## src/include/fsmp_pkg.sv

```systemverilog
// Package for the shared Flash/SDRAM memory port.
// Assumes a 100 MHz system clock that also clocks the SDRAM.
package fsmp_pkg;
    localparam int unsigned SYS_FREQ_MHZ = 100;
    localparam logic [6:0]  DLL_MIN_MHZ  = 7'h46;   // 70 MHz
    // Register byte offsets
    localparam logic [7:0] OFS_CTRL   = 8'h00;
    localparam logic [7:0] OFS_FTIM   = 8'h04;
    localparam logic [7:0] OFS_FREQ   = 8'h08;
    localparam logic [7:0] OFS_STATUS = 8'h0C;
    // Control field positions
    localparam int CTL_SD_EN   = 0;
    localparam int CTL_BUS32   = 1;
    localparam int CTL_XLATE   = 2;
    localparam int CTL_CK_POL  = 3;
    localparam int CTL_DLL_SEL = 4;
    localparam int CTL_FB_EXT  = 5;
    localparam int CTL_FALL    = 6;
    localparam int CTL_LOWPWR  = 7;
    localparam int CTL_COL_LO  = 8;    // [9:8] column bits minus 8
    localparam int CTL_CAS_LO  = 12;   // [14:12] CAS latency
    localparam int CTL_RCD_LO  = 16;   // [18:16] row to column delay
    // Reset values: slow Flash-only boot
    localparam logic [31:0] CTRL_RST = 32'h0007_3100;
    localparam logic [6:0]  TAC_RST  = 7'h7F;     // access cycles
    localparam logic [3:0]  TBR_RST  = 4'hF;      // bus release cycles
    localparam logic [6:0]  FREQ_RST = 7'h04;
    localparam int unsigned SYNC_LAT = 2;         // input synchroniser
    // Pad field positions
    localparam int PAD_BANK_LO = 15;
    localparam int PAD_BE32_LO = 18;

    typedef struct packed {
        logic [24:0] addr;
        logic        write;
        logic        to_sdram;
        logic [31:0] wdata;
        logic [3:0]  be;
    } fsmp_req_s;

    typedef struct packed {
        logic [19:0] addr;
        logic        flash_cs_n;
        logic        sdram_cs_n;
        logic        ras_n;
        logic        cas_n;
        logic        rd_not_wr;
        logic [1:0]  byte_enable_n;
        logic [15:0] flash_dq;
        logic        flash_oe;
        logic [15:0] sdram_dq;
        logic        sdram_oe;
        logic        cke;
    } fsmp_pad_s;

    localparam fsmp_pad_s PAD_IDLE = '{addr: 20'h0_0000, flash_cs_n: 1'b1,
        sdram_cs_n: 1'b1, ras_n: 1'b1, cas_n: 1'b1, rd_not_wr: 1'b1,
        byte_enable_n: 2'h3, flash_dq: 16'h0000, flash_oe: 1'b0,
        sdram_dq: 16'h0000, sdram_oe: 1'b0, cke: 1'b1};

    typedef enum logic [2:0] {
        ST_IDLE, ST_FL_ACC, ST_FL_REL, ST_SD_ACT, ST_SD_CMD, ST_SD_LAT,
        ST_DONE
    } fsmp_state_e;
endpackage : fsmp_pkg

```

## src/rtl/fsmp_port.sv

```systemverilog
// Shared-pad Flash/SDRAM memory port with AHB-Lite configuration slave.
// Assumes pad inputs come from outside the clock domain; requests and the
// bus come from logic on mclk_i.
//
// Our own choices: the placing of the registers and register access over AHB-Lite.
`timescale 1ns/1ps

// Contract
// (RL1) After reset fetch from Flash only, with slowest access timing.
// (RL2) 16-bit devices: address bit 0 is the lowest word address bit.
// (RL3) 32-bit devices: address bit 1 is the lowest word address bit.
// (RL4) Active-low byte enables select written bytes on partial writes.
// (RL5) SDRAM gets multiplexed row/column/bank; Flash gets plain address.
// (RL6) Flash uses 20 address lines, 16 data lines, 16 Mbit.
// (RL7) No Flash bursts; synchronous Flash used asynchronously only.
// (RL8) SDRAM up to 256 Mbit, 16 or 32 data lines, 100 MHz.
// (RL9) Two configurations: separate 16-bit buses or merged 32-bit bus.
// (RL10) Address translator keeps SDRAM wiring same for both widths.
// (RL11) SDRAM clock polarity selectable by configuration.
// (RL12) SDRAM clock from system clock or delay-locked clock.
// (RL13) Low-power control puts SDRAM into reduced-power state.
// (RL14) Port and SDRAM share one frequency, 100 MHz at full speed.
// (RL15) Above 70 MHz the delay-locked clock must be used.
// (RL16) Clock feedback loop closed inside or outside via input pad.
// (RL17) SDRAM outputs launch on rising or falling clock edge.
// (RL18) Memory type, size, width, latencies set by internal registers.
// (RL19) Software should not change configuration after boot programming.
// (RL20) Never access Flash and SDRAM at the same time.
// (RL21) SDRAM bank on lines 15,16; row/column on lines 0 to 11.
// (RL22) Reset restores slow Flash-only defaults, delay-locked clock off.
module fsmp_port (
    input  wire logic        mclk_i,
    input  wire logic        rst_n_i,
    input  wire logic        ce_i,
    input  wire logic        hsel_i,
    input  wire logic [31:0] haddr_i,
    input  wire logic [1:0]  htrans_i,
    input  wire logic        hwrite_i,
    input  wire logic [2:0]  hsize_i,
    input  wire logic [31:0] hwdata_i,
    input  wire logic        hready_i,
    output logic             hreadyout_o,
    output logic             hresp_o,
    output logic [31:0]      hrdata_o,
    input  wire logic        req_valid_i,
    output logic             req_ready_o,
    input  wire logic [24:0] req_addr_i,
    input  wire logic        req_write_i,
    input  wire logic        req_sdram_i,
    input  wire logic [31:0] req_wdata_i,
    input  wire logic [3:0]  req_be_i,
    output logic             resp_valid_o,
    output logic [31:0]      resp_rdata_o,
    output logic [19:0]      addr_o,
    output logic             flash_cs_n_o,
    output logic             sdram_cs_n_o,
    output logic             ras_n_o,
    output logic             cas_n_o,
    output logic             rd_not_wr_o,
    output logic [1:0]       byte_enable_n_o,
    output logic             sdram_cke_o,
    input  wire logic [15:0] flash_d_i,
    output logic [15:0]      flash_d_o,
    output logic             flash_d_oe_o,
    input  wire logic [15:0] sdram_d_i,
    output logic [15:0]      sdram_d_o,
    output logic             sdram_d_oe_o,
    input  wire logic        dll_clk_i,
    input  wire logic        dll_locked_i,
    input  wire logic        ckin_sdram_i,
    output logic             dll_fb_ext_o,
    output logic             sdram_clk_o
);
    logic [31:0]            ctrl_reg;
    logic [6:0]             tac_reg;
    logic [3:0]             tbr_reg;
    logic [6:0]             freq_reg;
    logic                   ah_wr_reg;
    logic [7:0]             ah_ofs_reg;
    fsmp_pkg::fsmp_state_e  state_reg;
    fsmp_pkg::fsmp_req_s    req_reg;
    fsmp_pkg::fsmp_pad_s    pad_reg;
    fsmp_pkg::fsmp_pad_s    pad_next;
    fsmp_pkg::fsmp_pad_s    pad_fall_reg;
    logic [7:0]             cnt_reg;
    logic [31:0]            rdata_reg;
    logic                   resp_reg;
    logic [1:0][15:0]       fl_sync_reg;
    logic [1:0][15:0]       sd_sync_reg;
    logic [2:0]             ck_sync_reg;
    logic [1:0]             lock_sync_reg;
    logic [7:0]             fb_edges_reg;
    logic                   cfg_sd_en;
    logic                   cfg_bus32;
    logic                   dll_use;
    logic                   sd_lowpwr;
    logic                   sd_go;
    logic [4:0]             col_bits;
    logic [23:0]            sd_word;
    logic [11:0]            sd_col;
    logic [11:0]            sd_row;
    logic [1:0]             sd_bank;
    logic                   half_hi;
    logic [15:0]            wr_half;
    logic [1:0]             be_half;
    logic [19:0]            sd_row_pins;
    logic [19:0]            sd_col_pins;

    assign cfg_sd_en = ctrl_reg[fsmp_pkg::CTL_SD_EN];
    assign cfg_bus32 = ctrl_reg[fsmp_pkg::CTL_BUS32];
    assign sd_lowpwr = ctrl_reg[fsmp_pkg::CTL_LOWPWR];
    // Forced delay-locked clock above 70 MHz
    assign dll_use = ctrl_reg[fsmp_pkg::CTL_DLL_SEL]
                   | (freq_reg > fsmp_pkg::DLL_MIN_MHZ);  // RL15 RL12
    assign dll_fb_ext_o = ctrl_reg[fsmp_pkg::CTL_FB_EXT];  // RL16
    // Same-frequency SDRAM clock, polarity selectable
    assign sdram_clk_o = (dll_use ? dll_clk_i : mclk_i)
                       ^ ctrl_reg[fsmp_pkg::CTL_CK_POL];  // RL11 RL14 RL8

    // AHB-Lite slave, zero wait states, always OKAY
    assign hreadyout_o = 1'b1;
    assign hresp_o     = 1'b0;

    always_ff @(posedge mclk_i) begin
        if (!rst_n_i) begin
            ah_wr_reg  <= 1'b0;
            ah_ofs_reg <= 8'h00;
        end else if (ce_i && hready_i) begin
            ah_wr_reg  <= hsel_i & htrans_i[1] & hwrite_i;
            ah_ofs_reg <= haddr_i[7:0];
        end
    end

    always_ff @(posedge mclk_i) begin
        if (!rst_n_i) begin
            ctrl_reg <= fsmp_pkg::CTRL_RST;                      // RL22 RL1
            tac_reg  <= fsmp_pkg::TAC_RST;
            tbr_reg  <= fsmp_pkg::TBR_RST;
            freq_reg <= fsmp_pkg::FREQ_RST;
        end else if (ce_i && ah_wr_reg) begin                    // RL18
            case (ah_ofs_reg)
                fsmp_pkg::OFS_CTRL: ctrl_reg <= {13'h0000, hwdata_i[18:0]};
                fsmp_pkg::OFS_FTIM: begin
                    tac_reg <= (hwdata_i[6:0] < 7'h02) ? 7'h02
                                                       : hwdata_i[6:0];
                    tbr_reg <= hwdata_i[11:8];
                end
                fsmp_pkg::OFS_FREQ: freq_reg <= hwdata_i[6:0];
                default: ;
            endcase
        end
    end

    always_ff @(posedge mclk_i) begin
        if (!rst_n_i) begin
            hrdata_o <= 32'h0000_0000;
        end else if (ce_i && hready_i) begin
            hrdata_o <= 32'h0000_0000;
            if (hsel_i && htrans_i[1] && !hwrite_i) begin
                case (haddr_i[7:0])
                    fsmp_pkg::OFS_CTRL: hrdata_o <= ctrl_reg;
                    fsmp_pkg::OFS_FTIM:
                        hrdata_o <= {20'h0_0000, tbr_reg, 1'b0, tac_reg};
                    fsmp_pkg::OFS_FREQ: hrdata_o <= {25'h000_0000, freq_reg};
                    fsmp_pkg::OFS_STATUS:
                        hrdata_o <= {16'h0000, fb_edges_reg, 4'h0,
                                     sd_lowpwr, dll_use, lock_sync_reg[1],
                                     state_reg != fsmp_pkg::ST_IDLE};
                    default: hrdata_o <= 32'h0000_0000;
                endcase
            end
        end
    end

    // Pad input synchronisers and feedback clock edge count
    always_ff @(posedge mclk_i) begin
        if (!rst_n_i) begin
            fl_sync_reg   <= '0;
            sd_sync_reg   <= '0;
            ck_sync_reg   <= 3'h0;
            lock_sync_reg <= 2'h0;
        end else if (ce_i) begin
            fl_sync_reg   <= {fl_sync_reg[0], flash_d_i};
            sd_sync_reg   <= {sd_sync_reg[0], sdram_d_i};
            ck_sync_reg   <= {ck_sync_reg[1:0], ckin_sdram_i};
            lock_sync_reg <= {lock_sync_reg[0], dll_locked_i};
        end
    end

    always_ff @(posedge mclk_i) begin
        if (!rst_n_i) begin
            fb_edges_reg <= 8'h00;
        end else if (ce_i && ctrl_reg[fsmp_pkg::CTL_FB_EXT]
                     && ck_sync_reg[1] && !ck_sync_reg[2]) begin  // RL16
            fb_edges_reg <= fb_edges_reg + 8'h01;
        end
    end

    // Address forming for SDRAM
    assign col_bits = 5'h08 + {3'h0, ctrl_reg[fsmp_pkg::CTL_COL_LO +: 2]};
    assign sd_word  = cfg_bus32 ? {1'b0, req_reg.addr[24:2]}
                                : req_reg.addr[24:1];            // RL2 RL3
    assign sd_col   = 12'((sd_word << (5'd24 - col_bits)) >> (5'd24 - col_bits));
    assign sd_row   = 12'(sd_word >> col_bits);
    assign sd_bank  = 2'(sd_word >> (col_bits + 5'h0C));
    assign half_hi  = req_reg.addr[1];
    assign wr_half  = half_hi ? req_reg.wdata[31:16] : req_reg.wdata[15:0];
    assign be_half  = half_hi ? req_reg.be[3:2] : req_reg.be[1:0];

    // Translator: merged bus without it presents words from line 1
    function automatic logic [19:0] sd_pins(input logic [11:0] a,
                                            input logic [1:0]  bank,
                                            input logic [3:0]  be,
                                            input logic        bus32,
                                            input logic        xl);
        logic [19:0] p;
        p = 20'h0_0000;
        if (bus32 && !xl) begin
            p[12:1] = a;                                         // RL3
        end else begin
            p[11:0] = a;                                         // RL10 RL2
        end
        p[fsmp_pkg::PAD_BANK_LO +: 2] = bank;                    // RL21
        if (bus32) begin
            p[fsmp_pkg::PAD_BE32_LO +: 2] = ~be[1:0];            // RL4
        end
        return p;
    endfunction : sd_pins

    assign sd_row_pins = sd_pins(sd_row, sd_bank, 4'hF, cfg_bus32,
                                 ctrl_reg[fsmp_pkg::CTL_XLATE]);
    assign sd_col_pins = sd_pins(sd_col, sd_bank, req_reg.be, cfg_bus32,
                                 ctrl_reg[fsmp_pkg::CTL_XLATE]);

    // SDRAM held off during boot, Flash used instead; in low power SDRAM requests wait
    assign sd_go       = req_sdram_i & cfg_sd_en;               // RL1
    assign req_ready_o = (state_reg == fsmp_pkg::ST_IDLE)
                       & ~(sd_go & sd_lowpwr);                   // RL13

    // Access sequencer: one memory at a time, single accesses only
    always_ff @(posedge mclk_i) begin
        if (!rst_n_i) begin
            state_reg <= fsmp_pkg::ST_IDLE;
            req_reg   <= '0;
            cnt_reg   <= 8'h00;
            rdata_reg <= 32'h0000_0000;
            resp_reg  <= 1'b0;
        end else if (ce_i) begin
            resp_reg <= 1'b0;
            case (state_reg)
                fsmp_pkg::ST_IDLE: begin
                    if (req_valid_i && req_ready_o) begin        // RL20
                        req_reg <= '{addr: req_addr_i, write: req_write_i,
                                     to_sdram: sd_go, wdata: req_wdata_i,
                                     be: req_be_i};
                        cnt_reg <= 8'h00;
                        state_reg <= sd_go ? fsmp_pkg::ST_SD_ACT
                                           : fsmp_pkg::ST_FL_ACC;
                    end
                end
                fsmp_pkg::ST_FL_ACC: begin                       // RL7
                    cnt_reg <= cnt_reg + 8'h01;
                    if (cnt_reg == {1'b0, tac_reg} - 8'h01) begin
                        rdata_reg <= {fl_sync_reg[1], fl_sync_reg[1]};
                        cnt_reg   <= 8'h00;
                        state_reg <= fsmp_pkg::ST_FL_REL;
                    end
                end
                fsmp_pkg::ST_FL_REL: begin
                    cnt_reg <= cnt_reg + 8'h01;
                    if (cnt_reg >= {4'h0, tbr_reg}) begin
                        state_reg <= fsmp_pkg::ST_DONE;
                    end
                end
                fsmp_pkg::ST_SD_ACT: begin
                    cnt_reg <= cnt_reg + 8'h01;
                    if (cnt_reg >= {5'h00, ctrl_reg[fsmp_pkg::CTL_RCD_LO +: 3]})
                    begin
                        cnt_reg   <= 8'h00;
                        state_reg <= fsmp_pkg::ST_SD_CMD;
                    end
                end
                fsmp_pkg::ST_SD_CMD: begin
                    state_reg <= req_reg.write ? fsmp_pkg::ST_DONE
                                               : fsmp_pkg::ST_SD_LAT;
                end
                fsmp_pkg::ST_SD_LAT: begin
                    cnt_reg <= cnt_reg + 8'h01;
                    if (cnt_reg == {5'h00, ctrl_reg[fsmp_pkg::CTL_CAS_LO +: 3]}
                                   + 8'(fsmp_pkg::SYNC_LAT)) begin
                        rdata_reg <= cfg_bus32
                            ? {sd_sync_reg[1], fl_sync_reg[1]}   // RL9
                            : {sd_sync_reg[1], sd_sync_reg[1]};
                        state_reg <= fsmp_pkg::ST_DONE;
                    end
                end
                fsmp_pkg::ST_DONE: begin
                    resp_reg  <= 1'b1;
                    state_reg <= fsmp_pkg::ST_IDLE;
                end
                default: state_reg <= fsmp_pkg::ST_IDLE;
            endcase
        end
    end

    assign resp_valid_o = resp_reg;
    assign resp_rdata_o = rdata_reg;

    // Pad values for the coming cycle
    always_comb begin
        pad_next     = fsmp_pkg::PAD_IDLE;
        pad_next.cke = ~sd_lowpwr;                               // RL13
        case (state_reg)
            fsmp_pkg::ST_FL_ACC, fsmp_pkg::ST_FL_REL: begin
                pad_next.addr = req_reg.addr[20:1];              // RL6 RL5
                pad_next.flash_cs_n = (state_reg != fsmp_pkg::ST_FL_ACC);
                pad_next.rd_not_wr  = ~req_reg.write;
                pad_next.cas_n = req_reg.write
                               | (state_reg != fsmp_pkg::ST_FL_ACC);
                pad_next.byte_enable_n = ~be_half;               // RL4
                pad_next.flash_dq = wr_half;
                pad_next.flash_oe = req_reg.write
                                  & (state_reg == fsmp_pkg::ST_FL_ACC);
            end
            fsmp_pkg::ST_SD_ACT: begin
                pad_next.addr       = sd_row_pins;               // RL5 RL21
                pad_next.sdram_cs_n = (cnt_reg != 8'h00);
                pad_next.ras_n      = (cnt_reg != 8'h00);
            end
            fsmp_pkg::ST_SD_CMD: begin
                pad_next.addr       = sd_col_pins;
                pad_next.sdram_cs_n = 1'b0;
                pad_next.cas_n      = 1'b0;
                pad_next.rd_not_wr  = ~req_reg.write;
                if (cfg_bus32) begin
                    pad_next.byte_enable_n = ~req_reg.be[3:2];   // RL4 RL9
                    pad_next.flash_dq = req_reg.wdata[15:0];
                    pad_next.sdram_dq = req_reg.wdata[31:16];
                    pad_next.flash_oe = req_reg.write;
                end else begin
                    pad_next.byte_enable_n = ~be_half;
                    pad_next.sdram_dq = wr_half;
                end
                pad_next.sdram_oe = req_reg.write;
            end
            default: ;
        endcase
    end

    always_ff @(posedge mclk_i) begin
        if (!rst_n_i) begin
            pad_reg <= fsmp_pkg::PAD_IDLE;
        end else if (ce_i) begin
            pad_reg <= pad_next;
        end
    end

    // Half-cycle later copy for falling-edge launch
    always_ff @(negedge mclk_i) begin
        if (!rst_n_i) begin
            pad_fall_reg <= fsmp_pkg::PAD_IDLE;
        end else if (ce_i) begin
            pad_fall_reg <= pad_reg;
        end
    end

    fsmp_pkg::fsmp_pad_s pad_out;
    assign pad_out = ctrl_reg[fsmp_pkg::CTL_FALL] ? pad_fall_reg
                                                  : pad_reg;      // RL17
    assign addr_o          = pad_out.addr;
    assign flash_cs_n_o    = pad_out.flash_cs_n;
    assign sdram_cs_n_o    = pad_out.sdram_cs_n;
    assign ras_n_o         = pad_out.ras_n;
    assign cas_n_o         = pad_out.cas_n;
    assign rd_not_wr_o     = pad_out.rd_not_wr;
    assign byte_enable_n_o = pad_out.byte_enable_n;
    assign sdram_cke_o     = pad_out.cke;
    assign flash_d_o       = pad_out.flash_dq;
    assign flash_d_oe_o    = pad_out.flash_oe;
    assign sdram_d_o       = pad_out.sdram_dq;
    assign sdram_d_oe_o    = pad_out.sdram_oe;
endmodule : fsmp_port

```

## config.mk

```make
export PLATFORM = sky130hd
export DESIGN_NAME = fsmp_port
export DESIGN_NICKNAME = d
export VERILOG_FILES = /design/src/include/fsmp_pkg.sv /design/src/rtl/fsmp_port.sv
export SDC_FILE = /design/constraint.sdc
export NUM_CORES = 1
export LEC_CHECK = 0
export ABC_AREA = 1
export BUFFER_PORTS_ARGS = -buffer_cell sky130_fd_sc_hd__buf_2
export CORE_AREA = 5 5 280 282
export DETAILED_ROUTE_END_ITERATION = 16
export DIE_AREA = 0 0 285 287
export GPL_ROUTABILITY_DRIVEN = 1
export PLACE_DENSITY_LB_ADDON = 0.15
export SLEW_MARGIN = 20
export SYNTH_ARGS = -nofsm -noshare
export SYNTH_HDL_FRONTEND = slang
export SYNTH_SLANG_ARGS = --single-unit
```

## constraint.sdc

```tcl
create_clock -name mclk_i -period 4.1 [get_ports mclk_i]
set_clock_uncertainty 0.15 [all_clocks]
set_input_delay 0.82 -clock mclk_i [delete_from_list [all_inputs] [get_ports mclk_i]]
set_output_delay 0.82 -clock mclk_i [all_outputs]
set_load 0.02 [all_outputs]
```

==> out/results.ini, run 1 <==
[worst_setup_path]
crit_chain=nand2_2, o21ai_4, buf_6
crit_path_end_kind=primary output
cp.required_ns=3.13
crit_fanout=2
cp-start-kind=flop
crit_arrival_ns=3.35
worst_path_max_delay_cell=dfxtp_2
max_stage_delay_ns=0.32
path_class=reg2out

[sta]
finalSetupViolCount=62
fin_ws_ns=-0.217
hold_violations=0
hold_ws_ns=0.112
drv_slew=0
max_slew_margin_pct=36.1
tightest_slew_ns=0.953
rsz0062_at_grt=true

[placement]
numPortBuffers=248
gp_congestion=0.847
pre_cts_slack_ns=0.216
dpl.hpwl_um=44900

[global_routing]
grt_max_degree=98
grt-ovfl-total=0
grtUsageTotal_pct=14.8
grt_pass1_vias=16300
antenna_found_initial=2
grt_first_pass_wirelength_um=96500

[drt]
vias=16800
first_pass_iters=5
routed_wirelength_um=63000
wl_per_cell_um=17.0
drt_iter0_drc=1013
ant_nets=0
avgViaCountPerCell=4.53
route.detailed.drc=0

[pwr]
netSwitchingPower_mw=4.36
p_int_mw=7.55
p_leak_nw=9.01
ir_drop_v=0.000289
power_density_nw_per_um2=536
p_seq_share_pct=34.7
combPwrFrac_pct=17.4
total_power_mw=11.9
swShare_pct=36.6
clkPwrFrac_pct=47.9

[synth]
synth-async-reset-ratio_pct=0
synth_warnings=0
yosysTopAreaCell=dfxtp_1
synth_area_um2=17100
synth_edf_count=0
postSynthAreaPerCell_um2=6.99
ys_seq_area_share_pct=43.3
synth_cell_types=49
postSynthCellCount=2454
synth_top_area_share_pct=43.3
synth_area_leaders=dfxtp_1 43%, o21ai_0 12%, nand2_1 9.6%
yosys_register_bits=371
ys.flop_type=dfxtp_1

[final_layout]
nNetsFinal=2880
nFillCells=8214
drive_above_1_share_pct=22.3
multi_input_area_um2=8200
antenna_cells=0
area_growth_pct=29.7
seqCellArea_um2=7500

[job]
maxCapViolations=0

[clock_tree]
path_clk_slew_ns=0.07
cts-hold-fix-buffers=0
cts_tree=done
cts_buffer_depth=3
h-tree-depth=2
clock_latency_ns=0.79
cts-root-buf=clkbuf_16
cts_buffers=52

[floorplanning]
start_util_pct=22.7
rows=101
core-area_um2=75400
dieArea_um2=81800
ios=306
dieHeight_um=287
dieWidth_um=285

[worst_hold_path]
hp-class=in2reg

[run_status]
violations=negative setup slack
outcome=finished, violations left

-- layout make-up --
type                            count  area share [%]
Tap cell                          978            5.50
Clock buffer                       59            6.26
Sequential cell                   371            33.7
Clock inverter                    105            4.55
Timing Repair Buffer              288            8.87
Inverter                          248            4.22
Multi-Input combinational cell   1666            36.9
-- final timing paths --
kind / start / end / slack (ns) / cells past startpoint
worst max-delay path: pad_fall_reg[16] / sdram_d_o[14] / -0.22 / 3
worst min-delay path: dll_locked_i / lock_sync_reg[0] / 0.11 / 3
worst max register to register: ctrl_reg[9] / pad_reg[54] / 0.86 / 14
worst min register to register: fl_sync_reg[13] / fl_sync_reg[29] / 0.21 / 2
-- power by group through the flow --
stage / combinational (mW) / clock [mW] / sequential, mW
6_report: 2.08 / 5.70 / 4.13
5_1_grt: 2.35 / 6.10 / 4.17
4_1_cts: 2.10 / 5.89 / 4.14
3_5_place_dp: 2.05 / 0.132 / 4.21
3_3_place_gp: 2.03 / 0.132 / 4.20
2_1_floorplan: 1.33 / 0.123 / 4.21
-- timing repair --
action                     CTS  global route
setup endpoints to repair   63            62
resized for setup          232            35
setup buffers                2             0
-- per-stage QoR --
stage / instances / instance area (um^2) / utilization (%) / TNS (ns)
final: 3715 / 22200 / 29.5 / -9.74
after CTS: 3714 / 22100 / 29.3 / -14.51
after global placement: 3552 / 19300 / 25.5 / 0
after global routing: 3715 / 22200 / 29.5 / -13.92
after floorplan: 2467 / 17200 / - / -0.272
after detailed placement: 3552 / 19300 / 25.5 / 0
-- layout by cell type (no fill, tap or decap), types with 39 or more instances in the layout --
| master | instances |
|---|---|
| buf_2 | 184 |
| nand3_1 | 106 |
| o211ai_1 | 43 |
| o21ai_0 | 356 |
| a21oi_1 | 226 |
| o22ai_1 | 39 |
| clkinvlp_4 | 64 |
| nand2_1 | 423 |
| clkbuf_16 | 54 |
| inv_1 | 228 |
| nor2_1 | 255 |
| o21ai_2 | 40 |
| dfxtp_1 | 314 |
| buf_6 | 40 |
| dfxtp_2 | 56 |
| buf_4 | 58 |
-- kinds of logic (layout without fill, tap and decap cells) --
| logic type | after synthesis | count (layout) | synth area share, % |
|---|---|---|---|
| compound gates | 765 | 765 | 24.0 |
| flops | 371 | 371 | 43.3 |
| xor+xnor | 21 | 21 | 1.07 |
| fa+ha+maj | 13 | 13 | 0.949 |
| buf+inv | 430 | 700 | 10.3 |
| other cells | 2 | 15 | 0.0438 |
| simple gates | 851 | 851 | 20.3 |
| mux | 1 | 1 | 0.0584 |
-- critical path, delay by kind of cell, from the launching register on --
kind	cells	cell delay, ns
flops	1	0.32
buf+inv	1	0.15
compound gates	1	0.12
simple gates	1	0.07
-- Yosys cell counts (4+ instances only) --
| master | n |
|---|---|
| clkbuf_1 | 129 |
| a21oi_1 | 226 |
| nor2_1 | 256 |
| xnor2_1 | 5 |
| buf_6 | 5 |
| o221ai_1 | 4 |
| ha_1 | 13 |
| inv_1 | 231 |
| nand2_1 | 438 |
| nand4_1 | 15 |
| o21ai_0 | 413 |
| buf_1 | 6 |
| clkinv_1 | 5 |
| buf_2 | 20 |
| buf_4 | 20 |
| nand3_1 | 106 |
| inv_2 | 12 |
| o21ai_1 | 7 |
| dfxtp_1 | 371 |
| a21oi_2 | 14 |
| xor2_1 | 16 |
| nor2_2 | 5 |
| nor3_1 | 14 |
| o22ai_1 | 39 |
| o211ai_1 | 43 |
-- per-layer routing --
metal / vias up / share of wire (%) / GRT usage, %
li1: 8599 / - / -
met1: 7833 / 47 / 20.0
met2: 310 / 47 / 24.7
met3: 76 / 4.3 / 2.67
met4: 0 / 1.9 / 3.43
met5: - / 0 / 0
No activity file was read; power rests on OpenSTA's default activity.
==> run 2, diff against run 1 <==
--- a/config.mk
+++ b/config.mk
@@ -11,6 +11,7 @@
 export DETAILED_ROUTE_END_ITERATION = 16
 export DIE_AREA = 0 0 285 287
 export GPL_ROUTABILITY_DRIVEN = 1
+export MAX_ROUTING_LAYER = met4
 export PLACE_DENSITY_LB_ADDON = 0.15
 export SLEW_MARGIN = 20
 export SYNTH_ARGS = -nofsm -noshare
==> run 2 against run 1 <==
  * The run still ends with negative setup slack left
  * Clock power barely moved
  * Power about the same
  * Wire length about the same
  * Largest cell class unchanged
  * Sequential cell count stayed put
  * Cell count unchanged
  * Die area stayed put
  * Global-route usage is 0.44 points higher
  * Utilization did not move
  * Register-to-register slack better by 0.03 ns
  * Highest routed layer unchanged
  * Largest power group unchanged
==> out/results.ini, run 2 (synthesis gave the netlist of run 1 again) <==
[run_status]
outcome=finished, violations left
violations=negative setup slack

[worst_setup_path]
path_class=reg2out
crit_arrival_ns=3.35
crit_family=flip-flops
max_stage_delay_ns=0.32
crit_chain=nand2_2, o21ai_4, buf_6
critical_path_buf_inv_count=1
cp-start-kind=flop
worst_path_max_delay_cell=dfxtp_2
crit_path_end_kind=primary output
cp.required_ns=3.13
crit_fanout=2

[pwr]
power_density_nw_per_um2=536
ir_drop_v=0.000290
p_leak_nw=9.01

[final_layout]
utilization_pct=29.5
final_cell_mix=423 x nand2_1, 356 x o21ai_0, 314 x dfxtp_1
drive_above_1_share_pct=22.3
antenna_cells=0
area_growth_pct=29.7
nFillCells=8214
layout_commonest_cell=nand2_1
nNetsFinal=2880

[placement]
numPortBuffers=248
dpl.hpwl_um=44900
gp_congestion=0.860

[global_routing]
grt_max_degree=98
grt_first_pass_wirelength_um=96600
grt_pass1_vias=16300
grt-ovfl-total=0
grtUsageTotal_pct=15.2
antenna_found_initial=2

[drt]
avgViaCountPerCell=4.52
highest_layer=met4
vias=16800
route.detailed.drc=0
first_pass_iters=5
wl_met3_um=2700
met1_length_um=29600
drt_iter0_drc=1001
wl_per_cell_um=17.0
ant_nets=0
routed_wirelength_um=63000
wl_met2_um=29500

[floorplanning]
start_util_pct=22.7
dieArea_um2=81800
rows=101
ios=306
dieHeight_um=287
dieWidth_um=285
core-area_um2=75400

[clock_tree]
path_clk_slew_ns=0.07
h-tree-depth=2
cts_buffers=52
cts-hold-fix-buffers=0
clock_latency_ns=0.79
cts_tree=done
cts-root-buf=clkbuf_16
cts_buffer_depth=3

[worst_hold_path]
hp-class=in2reg

[sta]
fin_setup_tns_ns=-9.85
hold_violations=0
fin_ws_ns=-0.219
finalSetupViolCount=62
rsz0062_at_grt=true
max_slew_margin_pct=37.1
tightest_slew_ns=0.937
drv_slew=0

[job]
maxCapViolations=0

[run 2: what timing repair did]
item / CTS / global route
gates resized for setup: 232 / 35
buffers inserted: 2 / 0
endpoints found under the setup margin: 63 / 62
[run 2: worst paths after layout]
path	from	slack (ns)	to	cells after the start
worst min register to register	fl_sync_reg[13]	0.21	fl_sync_reg[29]	2
worst max-delay path	pad_fall_reg[16]	-0.22	sdram_d_o[14]	3
worst min-delay path	dll_locked_i	0.11	lock_sync_reg[0]	3
worst max register to register	ctrl_reg[9]	0.89	pad_reg[54]	14
[run 2: worst min-delay path, stage by stage]
cell and delay, ns:
buf_2 0.08, nor2_1 0.03, nor2_1 0.08
[run 2: per-stage QoR]
stage / std cells / hold WS (ns) / setup WS (ns) / power, mW / cell area (um^2)
finish: 3715 / 0.107 / -0.219 / 11.9 / 22200
global route: 3715 / 0.0775 / -0.286 / 12.6 / 22200
CTS: 3714 / 0.0608 / -0.274 / 12.1 / 22100
detailed placement: 3552 / 0.298 / 0.216 / 6.38 / 19300
global placement: 3552 / 0.295 / 0.222 / 6.36 / 19300
floorplan: 2467 / 0.280 / -0.0453 / 5.67 / 17200
[run 2: cell type report]
class                      instances  area, um^2  area share, %
clock buffer                      59        1390           6.26
tap                              978        1220           5.50
inverter                         248         938           4.22
sequential                       371        7500           33.7
timing repair buffer             288        1970           8.87
clock inverter                   105        1010           4.55
multi-input combinational       1666        8200           36.9
[run 2: layer usage]
metal / vias to the layer above / track usage (%)
li1: 8591 / -
met1: 7803 / 20.1
met3: 78 / 2.53
met2: 321 / 24.7
met5: - / -
met4: 0 / 3.43
[run 2: power breakdown]
group | internal [mW] | total [mW] | switching [mW]
clock | 2.97 | 5.71 | 2.74
sequential | 3.94 | 4.13 | 0.197
combinational | 0.650 | 2.07 | 1.42
total | 7.55 | 11.9 | 4.36
==> run 3, diff against run 2 <==
--- a/config.mk
+++ b/config.mk
@@ -13,6 +13,7 @@
 export GPL_ROUTABILITY_DRIVEN = 1
 export MAX_ROUTING_LAYER = met4
 export PLACE_DENSITY_LB_ADDON = 0.15
+export SKIP_CTS_REPAIR_TIMING = 1
 export SLEW_MARGIN = 20
 export SYNTH_ARGS = -nofsm -noshare
 export SYNTH_HDL_FRONTEND = slang
==> constraint.sdc (replaced) <==
create_clock -name mclk_i -period 3.8 [get_ports mclk_i]
set_clock_uncertainty 0.15 [all_clocks]
set_input_delay 0.76 -clock mclk_i [delete_from_list [all_inputs] [get_ports mclk_i]]
set_output_delay 0.76 -clock mclk_i [all_outputs]
set_load 0.02 [all_outputs]
==> run 3 against run 2 <==
  * The flow still finishes with violations (negative setup slack)
  * Sequential power rose by 8.2%
  * Register-to-register slack got worse by 0.32 ns
  * Sequential share of layout area fell by 0.56 points
  * Final area rose by 1.6%
  * Combinational power rose by 9.7%
  * Critical path type unchanged
==> out/results.ini, run 3 (synthesis gave the netlist of run 1 again) <==
[run_status]
outcome=finished, violations left
violations=negative setup slack

[worst_setup_path]
cp-start-kind=flop
crit_chain=nand2_1, o21ai_0, buf_4
crit_path_end_kind=primary output
crit_fanout=2
crit_arrival_ns=3.21
r2r_slack_ns=0.57
worst_path_max_delay_cell=dfxtp_1
cp.required_ns=2.89
path_class=reg2out
max_stage_delay_ns=0.32

[final_layout]
seqCellArea_um2=7500
nNetsFinal=2909
multi_input_area_um2=8240
fin_cells=3744
layout_commonest_cell=nand2_1
drive_above_1_share_pct=22.0
antenna_cells=0
final_area_um2=22600
final_cell_mix=424 x nand2_1, 355 x o21ai_0, 317 x dfxtp_1
area_growth_pct=31.9
nFillCells=8239
utilization_pct=30.0

[clock_tree]
clock_latency_ns=0.94
h-tree-depth=2
cts_buffer_depth=3
cts_buffers=53
path_clk_slew_ns=0.06
cts_tree=done
cts-root-buf=clkbuf_16

[sta]
max_slew_margin_pct=30.0
fin_ws_ns=-0.319
tightest_slew_ns=1.05
finalSetupViolCount=63
rsz0062_at_grt=true
hold_violations=0
drv_slew=0

[drt]
drt_iter0_drc=1096
ant_nets=0
route.detailed.drc=0
first_pass_iters=7
avgViaCountPerCell=4.54
routed_wirelength_um=63200
vias=17000
wl_per_cell_um=16.9

[global_routing]
grt_max_degree=112
grt_pass1_vias=16200
grtUsageTotal_pct=15.2
grt_first_pass_wirelength_um=96400
grt-ovfl-total=0
antenna_found_initial=1

[pwr]
p_leak_nw=9.15
power_density_nw_per_um2=585
ir_drop_v=0.000338

[floorplanning]
dieArea_um2=81800
dieHeight_um=287
core-area_um2=75400
rows=101
start_util_pct=22.7
dieWidth_um=285
ios=306

[placement]
dpl.cell_count=3562
pre_cts_slack_ns=0.122
dpl.hpwl_um=45600
gp_congestion=0.844
placed_area_um2=19300
numPortBuffers=248

[worst_hold_path]
hp-class=in2reg

[job]
maxCapViolations=0

run 3: cell types whose count changed in the layout (fill, tap and decap cells not counted), moves of 4 or more:
cell / change
inv_8: -9
inv_6: -5
clkbuf_1: +4
buf_4: +19
inv_16: +6
o21ai_2: -14
buf_6: -5
dlygate4sd3_1: +17
inv_12: +4
o21ai_1: +6
o21ai_4: +9
run 3: path summary, 6_finish.rpt:
path,from,endpoint,depth (start not counted)
hold / removal,hwdata_i[0],freq_reg[0],3
setup / recovery,pad_fall_reg[6],sdram_d_o[4],3
setup reg to reg,ctrl_reg[9],pad_reg[53],13
hold reg to reg,tbr_reg[0],hrdata_o[8],4
run 3: area by class of cell:
cell class              instances  share of cell area [%]
multi-input cells            1666                    36.5
flip-flops and latches        371                    33.2
repair buffers                314                    9.56
clock buffers                  63                    6.12
well taps                     978                    5.41
inverters                     248                    4.15
clock inverters               104                    5.12
run 3: metal layers:
metal  GRT usage [%]  part of all wire [%]  wire, um  vias up
met5               -                     0         0        -
met2            24.1                    46     28800      344
met4            3.81                   2.2      1370        0
met3            2.50                   4.2      2680       81
li1                -                     -         -     8653
met1            20.5                    48     30300     7916
run 3: critical path: cells and delay by family (launching register included):
kind / cells / cell delay [ns]
buf+inv: 1 / 0.18
simple gates: 1 / 0.05
compound gates: 1 / 0.11
flops: 1 / 0.32
run 3: power breakdown:
part | switching [mW] | internal, mW | leakage (nW)
Combinational | 1.54 | 0.728 | 5.09
Sequential | 0.221 | 4.25 | 3.05
Clock | 3.05 | 3.43 | 1.01
run 3: per-stage QoR:
stage | hold WS [ns] | TNS (ns) | power, mW
2_1_floorplan | 0.280 | 0 | 6.12
3_3_place_gp | 0.294 | 0 | 6.89
3_5_place_dp | 0.296 | 0 | 6.91
4_1_cts | 0.174 | -25.32 | 13.3
5_1_grt | 0.0108 | -21.79 | 14.0
6_report | 0.0512 | -17.63 | 13.2
